File: src/pkg/crf_regs.vh
`ifndef CRF_REGS_VH
`define CRF_REGS_VH

// Register select codes on the read and write ports
`define CRF_SEL_R0     4'h0
`define CRF_SEL_R1     4'h1
`define CRF_SEL_R2     4'h2
`define CRF_SEL_R3     4'h3
`define CRF_SEL_A0     4'h4
`define CRF_SEL_A1     4'h5
`define CRF_SEL_FB     4'h6
`define CRF_SEL_SB     4'h7
`define CRF_SEL_VECTOR_TABLE_BASE   4'h8
`define CRF_SEL_USP    4'h9
`define CRF_SEL_ISP    4'ha
`define CRF_SEL_SP     4'hb
`define CRF_SEL_FLG    4'hc
`define CRF_SEL_PC     4'hd

// Access sizes
`define CRF_SIZE_BYTE  2'h0
`define CRF_SIZE_WORD  2'h1
`define CRF_SIZE_LONG  2'h2

// Flag register bit positions
`define CRF_FLG_C      0
`define CRF_FLG_D      1
`define CRF_FLG_Z      2
`define CRF_FLG_S      3
`define CRF_FLG_B      4
`define CRF_FLG_O      5
`define CRF_FLG_U      7

// Widths
`define CRF_WORD_W     16
`define CRF_ADDR_W     20
`define CRF_FLG_W      11
`define CRF_BANK_REGS  7

// Reset values
`define CRF_RST_WORD   16'h0000
`define CRF_RST_ADDR   20'h00000
`define CRF_RST_FLG    11'h000

`endif

File: src/hdl/crf_bank.v
`timescale 1ns/10ps
`default_nettype none

module crf_bank #(
   parameter W = 16,
   parameter N = 7
) (
   input  wire           i_clk,
   input  wire           i_rst,
   input  wire           i_we,
   input  wire [2:0]     i_idx,
   input  wire [1:0]     i_be,
   input  wire [W-1:0]   i_data,
   input  wire           i_we2,
   input  wire [2:0]     i_idx2,
   input  wire [W-1:0]   i_data2,
   output wire [N*W-1:0] o_regs
);

   genvar g;
   generate
      for (g = 0; g < N; g = g + 1) begin : g_ent
         localparam [2:0] IDX = g;
         reg [W-1:0] r;
         always @(posedge i_clk) begin
            if (i_rst) begin
               r <= {W{1'b0}};
            end else if (i_we2 && i_idx2 == IDX) begin
               r <= i_data2;
            end else if (i_we && i_idx == IDX) begin
               // Byte lanes let the low data registers split in halves
               if (i_be[0]) begin
                  r[7:0] <= i_data[7:0];
               end
               if (i_be[1]) begin
                  r[W-1:8] <= i_data[W-1:8];
               end
            end
         end
         assign o_regs[g*W +: W] = r;
      end
   endgenerate

endmodule // crf_bank

`default_nettype wire

File: src/hdl/crf_core.v
`timescale 1ns/10ps
`default_nettype none
`include "crf_regs.vh"

module crf_core #(
   parameter PC_STEP_W = 4
) (
   input  wire                   i_clk,
   input  wire                   i_rst,
   input  wire                   i_wr_en,
   input  wire [3:0]             i_wr_sel,
   input  wire [1:0]             i_wr_size,
   input  wire                   i_wr_hi,
   input  wire [31:0]            i_wr_data,
   input  wire [3:0]             i_rd_sel,
   input  wire [1:0]             i_rd_size,
   input  wire                   i_rd_hi,
   input  wire                   i_alu_done,
   input  wire [1:0]             i_alu_size,
   input  wire [31:0]            i_alu_result,
   input  wire                   i_alu_carry,
   input  wire                   i_alu_overflow,
   input  wire [3:0]             i_alu_upd,
   input  wire                   i_pc_adv,
   input  wire [PC_STEP_W-1:0]   i_pc_step,
   output reg  [31:0]            o_rd_data,
   output reg  [10:0]            o_flags,
   output reg  [19:0]            o_pc,
   output reg  [19:0]            o_vector_table_base,
   output reg  [15:0]            o_sb,
   output reg  [15:0]            o_usp,
   output reg  [15:0]            o_isp,
   output reg  [15:0]            o_sp,
   output reg  [15:0]            o_fb,
   output reg                    o_bank
);

   localparam BW = `CRF_WORD_W * `CRF_BANK_REGS;

   wire [BW-1:0] bank_regs [0:1];
   wire [BW-1:0] cur;
   wire          is_long;
   wire          is_byte;
   wire          bank_wr;
   wire          pair_ok;
   wire [2:0]    wr_idx;
   wire [2:0]    wr_idx2;
   wire [1:0]    wr_be;
   wire [15:0]   wr_word;
   wire          sp_user;

   reg  [10:0]   next_flg;
   reg  [19:0]   next_pc;
   reg  [19:0]   next_vector_table_base;
   reg  [15:0]   next_sb;
   reg  [15:0]   next_usp;
   reg  [15:0]   next_isp;
   reg  [31:0]   next_rd;
   reg  [31:0]   rd_full;
   reg  [31:0]   res_m;
   reg           res_sign;
   reg  [2:0]    rd_idx;
   reg  [2:0]    rd_idx2;

   assign is_long = (i_wr_size == `CRF_SIZE_LONG);
   assign is_byte = (i_wr_size == `CRF_SIZE_BYTE);
   assign bank_wr = i_wr_en && (i_wr_sel <= `CRF_SEL_FB);
   assign pair_ok = (i_wr_sel == `CRF_SEL_R0) ||
                    (i_wr_sel == `CRF_SEL_R1) ||
                    (i_wr_sel == `CRF_SEL_A0);
   assign wr_idx  = i_wr_sel[2:0];
   // Pair partner: third with first, fourth with second, a1 over a0
   assign wr_idx2 = (i_wr_sel == `CRF_SEL_A0) ? 3'h5
                                              : i_wr_sel[2:0] + 3'h2;
   assign wr_be   = is_byte ? (i_wr_hi ? 2'h2 : 2'h1) : 2'h3;
   assign wr_word = is_byte ? {i_wr_data[7:0], i_wr_data[7:0]}
                            : i_wr_data[15:0];
   // U clear means the user stack pointer is the active one
   assign sp_user = ~o_flags[`CRF_FLG_U];
   assign cur     = bank_regs[o_flags[`CRF_FLG_B]];

   genvar b;
   generate
      for (b = 0; b < 2; b = b + 1) begin : g_bank
         localparam BSEL = b;
         wire sel_me;
         // Only the bank named by the bank-select flag takes writes
         assign sel_me = (o_flags[`CRF_FLG_B] == BSEL[0]);
         crf_bank #(
            .W (`CRF_WORD_W),
            .N (`CRF_BANK_REGS)
         ) u_bank (
            .i_clk   (i_clk),
            .i_rst   (i_rst),
            .i_we    (bank_wr && sel_me),
            .i_idx   (wr_idx),
            .i_be    (wr_be),
            .i_data  (wr_word),
            .i_we2   (bank_wr && sel_me && is_long && pair_ok),
            .i_idx2  (wr_idx2),
            .i_data2 (i_wr_data[31:16]),
            .o_regs  (bank_regs[b])
         );
      end
   endgenerate

   // Result masked to operand width for zero and sign detection
   always @* begin
      case (i_alu_size)
         `CRF_SIZE_BYTE: begin
            res_m    = {24'h000000, i_alu_result[7:0]};
            res_sign = i_alu_result[7];
         end
         `CRF_SIZE_WORD: begin
            res_m    = {16'h0000, i_alu_result[15:0]};
            res_sign = i_alu_result[15];
         end
         default: begin
            res_m    = i_alu_result;
            res_sign = i_alu_result[31];
         end
      endcase
   end

   always @* begin
      next_flg  = o_flags;
      next_pc   = o_pc;
      next_vector_table_base = o_vector_table_base;
      next_sb   = o_sb;
      next_usp  = o_usp;
      next_isp  = o_isp;
      // Each flag moves only when the finishing operation defines it
      if (i_alu_done) begin
         if (i_alu_upd[0]) begin
            next_flg[`CRF_FLG_C] = i_alu_carry;
         end
         if (i_alu_upd[1]) begin
            next_flg[`CRF_FLG_Z] = (res_m == 32'h00000000);
         end
         if (i_alu_upd[2]) begin
            next_flg[`CRF_FLG_S] = res_sign;
         end
         if (i_alu_upd[3]) begin
            next_flg[`CRF_FLG_O] = i_alu_overflow;
         end
      end
      if (i_pc_adv) begin
         next_pc = o_pc + {{(20-PC_STEP_W){1'b0}}, i_pc_step};
      end
      // A direct register write wins over flag and counter updates
      if (i_wr_en) begin
         case (i_wr_sel)
            `CRF_SEL_SB: begin
               next_sb = wr_word;
            end
            `CRF_SEL_VECTOR_TABLE_BASE: begin
               next_vector_table_base = is_long ? i_wr_data[19:0]
                                   : {o_vector_table_base[19:16], wr_word};
            end
            `CRF_SEL_USP: begin
               next_usp = wr_word;
            end
            `CRF_SEL_ISP: begin
               next_isp = wr_word;
            end
            `CRF_SEL_SP: begin
               if (sp_user) begin
                  next_usp = wr_word;
               end else begin
                  next_isp = wr_word;
               end
            end
            `CRF_SEL_FLG: begin
               next_flg = i_wr_data[10:0];
            end
            `CRF_SEL_PC: begin
               next_pc = is_long ? i_wr_data[19:0]
                                 : {o_pc[19:16], wr_word};
            end
            default: begin
               next_flg = next_flg;
            end
         endcase
      end
   end

   // Read mux; long reads of pairable registers return the pair
   always @* begin
      rd_idx  = i_rd_sel[2:0];
      rd_idx2 = (i_rd_sel == `CRF_SEL_A0) ? 3'h5 : i_rd_sel[2:0] + 3'h2;
      rd_full = 32'h00000000;
      case (i_rd_sel)
         `CRF_SEL_R0, `CRF_SEL_R1, `CRF_SEL_A0: begin
            rd_full = {cur[rd_idx2*16 +: 16], cur[rd_idx*16 +: 16]};
         end
         `CRF_SEL_R2, `CRF_SEL_R3, `CRF_SEL_A1, `CRF_SEL_FB: begin
            rd_full = {16'h0000, cur[rd_idx*16 +: 16]};
         end
         `CRF_SEL_SB:   rd_full = {16'h0000, o_sb};
         `CRF_SEL_VECTOR_TABLE_BASE: rd_full = {12'h000, o_vector_table_base};
         `CRF_SEL_USP:  rd_full = {16'h0000, o_usp};
         `CRF_SEL_ISP:  rd_full = {16'h0000, o_isp};
         `CRF_SEL_SP:   rd_full = {16'h0000, sp_user ? o_usp : o_isp};
         `CRF_SEL_FLG:  rd_full = {21'h00000, o_flags};
         `CRF_SEL_PC:   rd_full = {12'h000, o_pc};
         default:       rd_full = 32'h00000000;
      endcase
      case (i_rd_size)
         `CRF_SIZE_BYTE: begin
            next_rd = {24'h000000,
                       i_rd_hi ? rd_full[15:8] : rd_full[7:0]};
         end
         `CRF_SIZE_WORD: begin
            next_rd = (i_rd_sel == `CRF_SEL_VECTOR_TABLE_BASE || i_rd_sel == `CRF_SEL_PC)
                      ? rd_full : {16'h0000, rd_full[15:0]};
         end
         default: begin
            next_rd = rd_full;
         end
      endcase
   end

   always @(posedge i_clk) begin
      if (i_rst) begin
         o_flags   <= `CRF_RST_FLG;
         o_pc      <= `CRF_RST_ADDR;
         o_vector_table_base    <= `CRF_RST_ADDR;
         o_sb      <= `CRF_RST_WORD;
         o_usp     <= `CRF_RST_WORD;
         o_isp     <= `CRF_RST_WORD;
         o_sp      <= `CRF_RST_WORD;
         o_fb      <= `CRF_RST_WORD;
         o_bank    <= 1'b0;
         o_rd_data <= 32'h00000000;
      end else begin
         o_flags   <= next_flg;
         o_pc      <= next_pc;
         o_vector_table_base    <= next_vector_table_base;
         o_sb      <= next_sb;
         o_usp     <= next_usp;
         o_isp     <= next_isp;
         o_sp      <= next_flg[`CRF_FLG_U] ? next_isp : next_usp;
         o_bank    <= next_flg[`CRF_FLG_B];
         o_rd_data <= next_rd;
         // Frame base of the bank that will be current next cycle
         if (bank_wr && wr_idx == 3'h6 &&
             next_flg[`CRF_FLG_B] == o_flags[`CRF_FLG_B]) begin
            // Byte writes keep the untouched lane, as the bank does
            o_fb <= {wr_be[1] ? wr_word[15:8] : cur[6*16+8 +: 8],
                     wr_be[0] ? wr_word[7:0] : cur[6*16 +: 8]};
         end else begin
            o_fb <= bank_regs[next_flg[`CRF_FLG_B]][6*16 +: 16];
         end
      end
   end

endmodule // crf_core

`default_nettype wire

File: config.mk
export PLATFORM = sky130hd
export DESIGN_NAME = crf_core
export DESIGN_NICKNAME = d
export VERILOG_FILES = /design/src/hdl/crf_bank.v /design/src/hdl/crf_core.v
export VERILOG_INCLUDE_DIRS = /design/src /design/src/pkg
export SDC_FILE = /design/constraint.sdc
export NUM_CORES = 1
export LEC_CHECK = 0
export BUFFER_PORTS_ARGS = -buffer_cell sky130_fd_sc_hd__buf_2
export CORE_AREA = 2 2 272 301
export DETAILED_ROUTE_END_ITERATION = 8
export DIE_AREA = 0 0 274 303
export MAX_ROUTING_LAYER = met4
export PLACE_DENSITY_LB_ADDON = 0.05
export SLEW_MARGIN = 20
export SYNTH_ARGS = -nofsm -noshare
export SYNTH_HDL_FRONTEND = slang
export SYNTH_SLANG_ARGS = --single-unit
File: constraint.sdc
create_clock -name i_clk -period 2.6 [get_ports i_clk]
set_clock_uncertainty 0.1 [all_clocks]
set_input_delay 0.65 -clock i_clk [delete_from_list [all_inputs] [get_ports i_clk]]
set_output_delay 0.65 -clock i_clk [all_outputs]
set_load 0.01 [all_outputs]
==> results of run 1 <==
## worst register-to-register path: cells and delay by family, from the launching register on
kind / cells / cell delay, ns
AND/OR/NAND/NOR: 2 / 1.21
AO/OA/AOI/OAI: 1 / 0.25
multiplexers: 1 / 0.15
flip-flops: 1 / 0.45
buffers and inverters: 1 / 0.23
## sequential cells by signal, summed over array words and instances, names as in the netlist
register               flops
g_bank.u_bank.g_ent.r    224
o_fb                      16
o_flags                   11
o_isp                     16
o_pc                      20
o_rd_data                 32
o_sb                      16
o_sp                      16
o_usp                     16
o_vector_table_base       20
## cell usage in the layout, fill, tap and decap left out, types with 37 or more instances in the layout
cell,count
buf_4,276
mux2_2,65
clkbuf_16,49
nor2_1,336
o21ai_0,42
mux2i_1,178
a211oi_1,155
a22oi_1,37
mux4_2,51
nand2_1,197
a21oi_1,125
buf_2,256
buf_12,42
dfxtp_1,386
## layer usage
metal	vias to the layer above	part of all wire	GRT usage
li1	8966	-	-
met1	9474	0.43	0.294
met2	579	0.49	0.397
met3	159	0.044	0.0257
met4	0	0.041	0.0884
met5	-	0	-
## path summary, 6_finish.rpt
path         slack [ns]                              end                       startpoint
max                0.10   g_bank[0].u_bank.g_ent[5].r[5]                       o_flags[4]
min                0.23                       o_flags[8]                     i_wr_data[8]
max reg2reg        0.10   g_bank[0].u_bank.g_ent[5].r[5]                       o_flags[4]
min reg2reg        0.37  g_bank[0].u_bank.g_ent[5].r[14]  g_bank[0].u_bank.g_ent[5].r[14]
## power by group
| part | leakage (nW) | internal [mW] | switching (mW) |
|---|---|---|---|
| sequential | 3.13 | 6.02 | 0.0836 |
| combinational | 6.18 | 0.687 | 1.09 |
| clock | 0.820 | 4.21 | 2.82 |
| total | 10.1 | 10.9 | 4.00 |
## stage by stage
stage               hold slack [ns]  worst slack (ns)
floorplan                     0.336            0.0188
global placement              0.359            -0.407
detailed placement            0.366            -0.377
CTS                           0.197            0.0268
global route                  0.216            0.0203
finish                        0.230             0.104
## logic make-up (layout without fill, tap and decap cells)
kind of cell | count (synthesis) | count (layout) | synth area share
DFF | 387 | 387 | 0.391
muxes | 297 | 297 | 0.187
xor gates and xnor gates | 16 | 16 | 0.00708
AOI/OAI and AO/OA | 541 | 541 | 0.191
buffers and inverters | 215 | 683 | 0.0480
other | 0 | 4 | 0
adders and majority gates | 5 | 5 | 0.00354
and+or+nand+nor | 739 | 739 | 0.171
## synth_stat cells (all sizes together), types with 7 or more instances
library cell / instances / area, um2
a2111oi: 9 / 78.8
a211oi: 160 / 1220
a21oi: 125 / 626
a221oi: 16 / 140
a22o: 11 / 96.3
a22oi: 37 / 278
a2bb2oi: 8 / 70.1
a311oi: 25 / 219
and2: 10 / 62.6
and3: 7 / 43.8
buf: 69 / 403
clkbuf: 128 / 480
dfxtp: 387 / 7750
inv: 17 / 63.8
mux2: 65 / 732
mux2i: 181 / 1820
mux4: 51 / 1150
nand2: 198 / 746
nand2b: 14 / 87.6
nand3: 30 / 150
nand3b: 8 / 60.1
nor2: 345 / 1320
nor3: 41 / 241
nor3b: 14 / 110
nor4: 22 / 186
o211ai: 21 / 158
o21ai: 49 / 268
o221a: 9 / 101
o22ai: 26 / 163
or3: 10 / 62.6
xnor2: 12 / 105
## cell type report
class                   instances  area [um2]  area share
multi-input cells            1598       11200       0.428
clock buffers                  74        1480      0.0565
clock inverters                16         165     0.00630
diodes                          4        10.0    0.000382
inverters                      18        67.6     0.00258
flip-flops and latches        387        7750       0.296
repair buffers                575        4210       0.161
well taps                    1054        1320      0.0503
## repair_timing
item                                   4_1_cts  5_1_grt
buffers inserted                             0        0
gates resized for setup                      0        2
endpoints found under the hold margin        0        0
setup endpoints to repair                    0       19
hold buffers                                 0        0
==> summary.txt, run 1 <==
Critical path
  – CP Buf/Inv Count: 1
  – R2R depth: 5
  – Critical Path AT: between 2 and 3 ns
  – Crit path capture type: register
  – CP top delay family: simple AND/OR/NAND/NOR gates
  – Worst path max stage delay: roughly 0.6 ns
  – CP Class: reg2reg
  – Slowest-stage cell, CP: or3b_2
  – Crit path max fanout: 18
  – WP depth: 5
  – Cell Chain, Critical Path: or3b_2 -> or4_4 -> buf_4 -> mux2i_1 -> a211oi_1
  – Critical Path RT: a little under 3 ns
  – Worst Setup Start Kind: register

Placed design
  – PortBufs: roughly 260
  – Cells after DPL: between 3k and 4k
  – Hpwl dp: approximately 75,000 um
  – GP Congestion: a little under 0.9
  – Area of placed instances: ~25,000 um2

Routing
  – Routed len/inst: 26.1 um
  – Post-route ant nets: 0
  – Post-route DRC: 0
  – Iteration count of the initial detailed-routing pass: 5
  – DRT iter0 DRCs: between 1.5k and 2k
  – Routed vias: between 15k and 20k
  – Final WL: around 100,000 um
  – Post-DR vias/cell: approximately 5.1

STA
  – Slew margin rel.: 0.447
  – Worst Tran Pin Value: 0.827 ns
  – Final setup viols: 0
  – Hold Vio Cnt, Final: 0
  – Final period util: 0.960
  – Max Clk Rate: between 400 and 500 MHz
  – Final Max Slew Viols: 0
  – Setup tns final: 0 ns
  – RSZ-0062 raised after global routing: no
  – Post-route minimum period: around 2.5 ns

Clock tree
  – TritonCTS clock tree: done
  – Root Buffer: clkbuf_16
  – CTS Buffer Depth: 3
  – Clock buffer count from CTS: 48
  – Clock transition at path regs: 0.06 ns
  – Clock Sinks: about 390
  – H-tree levels: 2
  – Clock latency on the worst-skew pair: between 0.6 and 0.7 ns

Synth
  – Syn Inst Count: around 2.2k
  – Mapped cell area: 19,800 um2
  – Average size of a mapped cell: ~9 um2
  – Synth Warn #: 0
  – Post-Syn Nets: about 2.3k
  – EDFF count, synth: 0
  – Yosys cell types: between 80 and 90
  – Top_reg_cell synth: dfxtp_1
  – Async set-reset flop share out of synthesis: 0
  – Seq/Total Area, Yosys: 0.391
  – Synth Register Bits: a little under 400

Floorplan
  – Die H: between 300 and 400 um
  – Die W: roughly 270 um
  – Initial Util: 0.248
  – Ports: 259
  – Die area: between 80,000 and 90,000 um2
  – Core area: ~80,000 um2
  – Row cnt: about 110

Cells and area
  – FILL cells: 8,398
  – Proportion of layout cells with a drive suffix above 1: 0.315
  – Final Cell Area: approximately 26,000 um2
  – Finished Core Util: 0.328
  – Final non-filler cell total: roughly 3.7k
  – Layout area overhead: 32.4%
  – Nets: ~2.7k

Global route
  – Initial antenna violation count: 3
  – Largest net degree at the start of global routing: 133
  – Vias in the first global route: 19.1k
  – Global-route wire length before repair: between 100,000 and 150,000 um
  – All-layer global routing usage: 0.237
  – Total gr overflow: 0

Run
  – Max Cap Viol: 0

Run status
  – Status: complete, no violations

Min path
  – Worst Hold Class: in2reg
  – Worst Hold Depth: 3

Pwr
  – PwrDens: ~570 nW/um2
  – Tot Pwr: between 10 and 15 mW
  – Leakage power: approximately 10 nW
  – Max IR drop VDD: 466 uV
No activity file was read; power rests on OpenSTA's default activity.
==> inputs of run 2 (changes only) <==
CELL_PAD_IN_SITES_DETAIL_PLACEMENT = 0   (was default)
CELL_PAD_IN_SITES_GLOBAL_PLACEMENT = 1   (was default)
==> summary.txt, run 2 (synthesized netlist as in run 1, its figures left out) <==
Placed design
  – PortBufs: approximately 260
  – Pre-CTS WS: -0.562 ns
  – Hpwl dp: approximately 77,000 um
  – Area of placed instances: 24,700 um2
  – GP Congestion: between 0.8 and 0.9
  – Cells after DPL: 3,642

Global route
  – Total gr overflow: 0
  – Global-route wire length before repair: 141,000 um
  – GR Layer Usage met1: 0.318
  – Vias in the first global route: approximately 19k
  – Largest net degree at the start of global routing: 85
  – GR peak layer: met2
  – All-layer global routing usage: 0.242
  – Initial antenna violation count: 4
  – Routing usage on met3: 0.0327
  – Met2 usage: 0.400

Critical path
  – R2R depth: 7
  – R2R Path Start: o_flags[4]
  – Critical Path RT: 3.02 ns
  – Crit path capture type: register
  – Worst r2r dst: g_bank[0].u_bank.g_ent[5].r[3]
  – Worst Setup Start Kind: primary input
  – Critical Path AT: between 3 and 4 ns
  – Critical Path Source: i_rd_sel[3]
  – Worst setup endpoint: o_rd_data[6]
  – FF-to-FF setup slack: around 0.12 ns
  – Crit path max fanout: 10
  – CP Class: in2reg

Min path
  – Worst Hold Class: in2reg
  – Worst Hold Depth: 3

Floorplan
  – Initial Util: 0.248
  – Die area: between 80,000 and 90,000 um2
  – Die H: ~300 um
  – Core area: 79,900 um2
  – Ports: between 200 and 300
  – Die W: around 270 um
  – Row cnt: ~110

Cells and area
  – Max FFs per register: approximately 220
  – Top flop regs: g_bank.u_bank.g_ent.r x224, o_rd_data x32
  – Most common cell after layout, fill and taps aside: dfxtp_1
  – Layout area overhead: 34.1%
  – Nets: between 2k and 3k
  – Proportion of layout cells with a drive suffix above 1: 0.320
  – FILL cells: 8,412
  – Commonest cells after routing, fill and taps aside: dfxtp_1 (386), nor2_1 (335), buf_4 (280)
  – Final Cell Area: between 20,000 and 30,000 um2
  – Finished Core Util: 0.332
  – Final non-filler cell total: ~3.7k
  – Largest reg by FF count: g_bank.u_bank.g_ent.r

Clock tree
  – Clock buffer count from CTS: 51
  – H-tree levels: 2
  – Post-CTS Setup Inserts: 0
  – Hold_buf cts: 0
  – TritonCTS clock tree: done
  – CTS Buffer Depth: 3
  – Clock transition at path regs: 0.06 ns
  – Clock Sinks: ~390
  – Clock latency on the worst-skew pair: 0.60 ns
  – Root Buffer: clkbuf_16

Pwr
  – Sw frac: 0.265
  – Comb pwr share: 0.115
  – Switching pwr: roughly 4.1 mW
  – Max IR drop VDD: approximately 500 uV
  – P_int: about 11 mW
  – Clk pwr share: 0.490
  – PwrDens: roughly 580 nW/um2
  – Leakage power: 10.3 nW
  – Flop pwr share: 0.395

Run
  – Max Cap Viol: 0

STA
  – Final Max Slew Viols: 0
  – Slew margin rel.: 0.445
  – Setup tns final: 0 ns
  – Max Clk Rate: between 300 and 400 MHz
  – Final period util: 0.996
  – Worst Tran Pin Value: 0.832 ns
  – Final setup viols: 0
  – Post-route minimum period: between 2 and 3 ns
  – Post-route setup slack: 0.00987 ns
  – RSZ-0062 raised after global routing: no
  – Hold Vio Cnt, Final: 0

Routing
  – Iteration count of the initial detailed-routing pass: 5
  – Post-route DRC: 0
  – Routed vias: roughly 19k
  – Final WL: around 100,000 um
  – DRT iter0 DRCs: approximately 1.3k
  – Routed len/inst: ~27 um
  – Post-DR vias/cell: just over 5
  – Post-route ant nets: 0

Run status
  – Status: complete, no violations
-- run 2: cell count changes in the layout (fill, tap and decap cells not counted), sizes merged --
cell | before | now
buf | 575 | 585
bufinv | 3 | 7
clkinv | 11 | 9
clkbuf | 74 | 73
clkinvlp | 1 | 2
diode | 4 | 3
-- run 2: power by group through the flow --
stage	sequential (mW)	combinational [mW]	clock, mW
after floorplan	6.23	0.810	0
after global placement	6.24	1.77	0
after detailed placement	6.24	1.77	0
after CTS	6.11	1.78	7.78
after global routing	6.11	1.89	8.00
final	6.11	1.78	7.59
-- run 2: stage by stage --
step	hold slack (ns)	power [mW]
5_1_grt	0.215	16.0
3_3_place_gp	0.359	8.01
3_5_place_dp	0.364	8.01
4_1_cts	0.184	15.7
6_report	0.230	15.5
2_1_floorplan	0.336	7.04
-- run 2: worst min path at each step --
stage | from | endpoint | slack (ns)
after floorplan | g_bank[1].u_bank.g_ent[5].r[14] | g_bank[1].u_bank.g_ent[5].r[14] | 0.34
after global placement | g_bank[0].u_bank.g_ent[2].r[14] | g_bank[0].u_bank.g_ent[2].r[14] | 0.36
after detailed placement | o_sb[5] | o_sb[5] | 0.36
after CTS | i_alu_overflow | o_flags[5] | 0.18
after global routing | i_alu_overflow | o_flags[5] | 0.22
final | i_alu_overflow | o_flags[5] | 0.23
-- run 2: area by class of cell --
type / count / area (um2) / share of cell area
clock buffers: 72 / 1490 / 0.0560
flip-flops and latches: 387 / 7750 / 0.292
diodes: 3 / 7.51 / 0.000283
inverters: 18 / 67.6 / 0.00255
multi-input cells: 1598 / 11200 / 0.423
repair buffers: 586 / 4380 / 0.165
clock inverters: 19 / 294 / 0.0111
well taps: 1054 / 1320 / 0.0497
-- run 2: per-layer routing --
layer | vias to the layer above | routed length (um)
met4 | 0 | 1850
li1 | 8974 | -
met5 | - | 0
met3 | 93 | 4860
met1 | 9562 | 45400
met2 | 585 | 47500
-- run 2: what timing repair did --
action / CTS / global route
setup endpoints to repair: 9 / 12
gates resized for setup: 7 / 4
hold endpoints to repair: 0 / 0
pin swaps: 0 / 1
cloned: 0 / 1
-- run 2: critical path, stage by stage --
cell	delay [ns]
buf_2	0.27
buf_4	0.19
buf_4	0.16
or3b_2	0.60
o22ai_1	0.46
a221oi_1	0.17
a21oi_1	0.18
buf_4	0.13
a2bb2oi_1	0.19
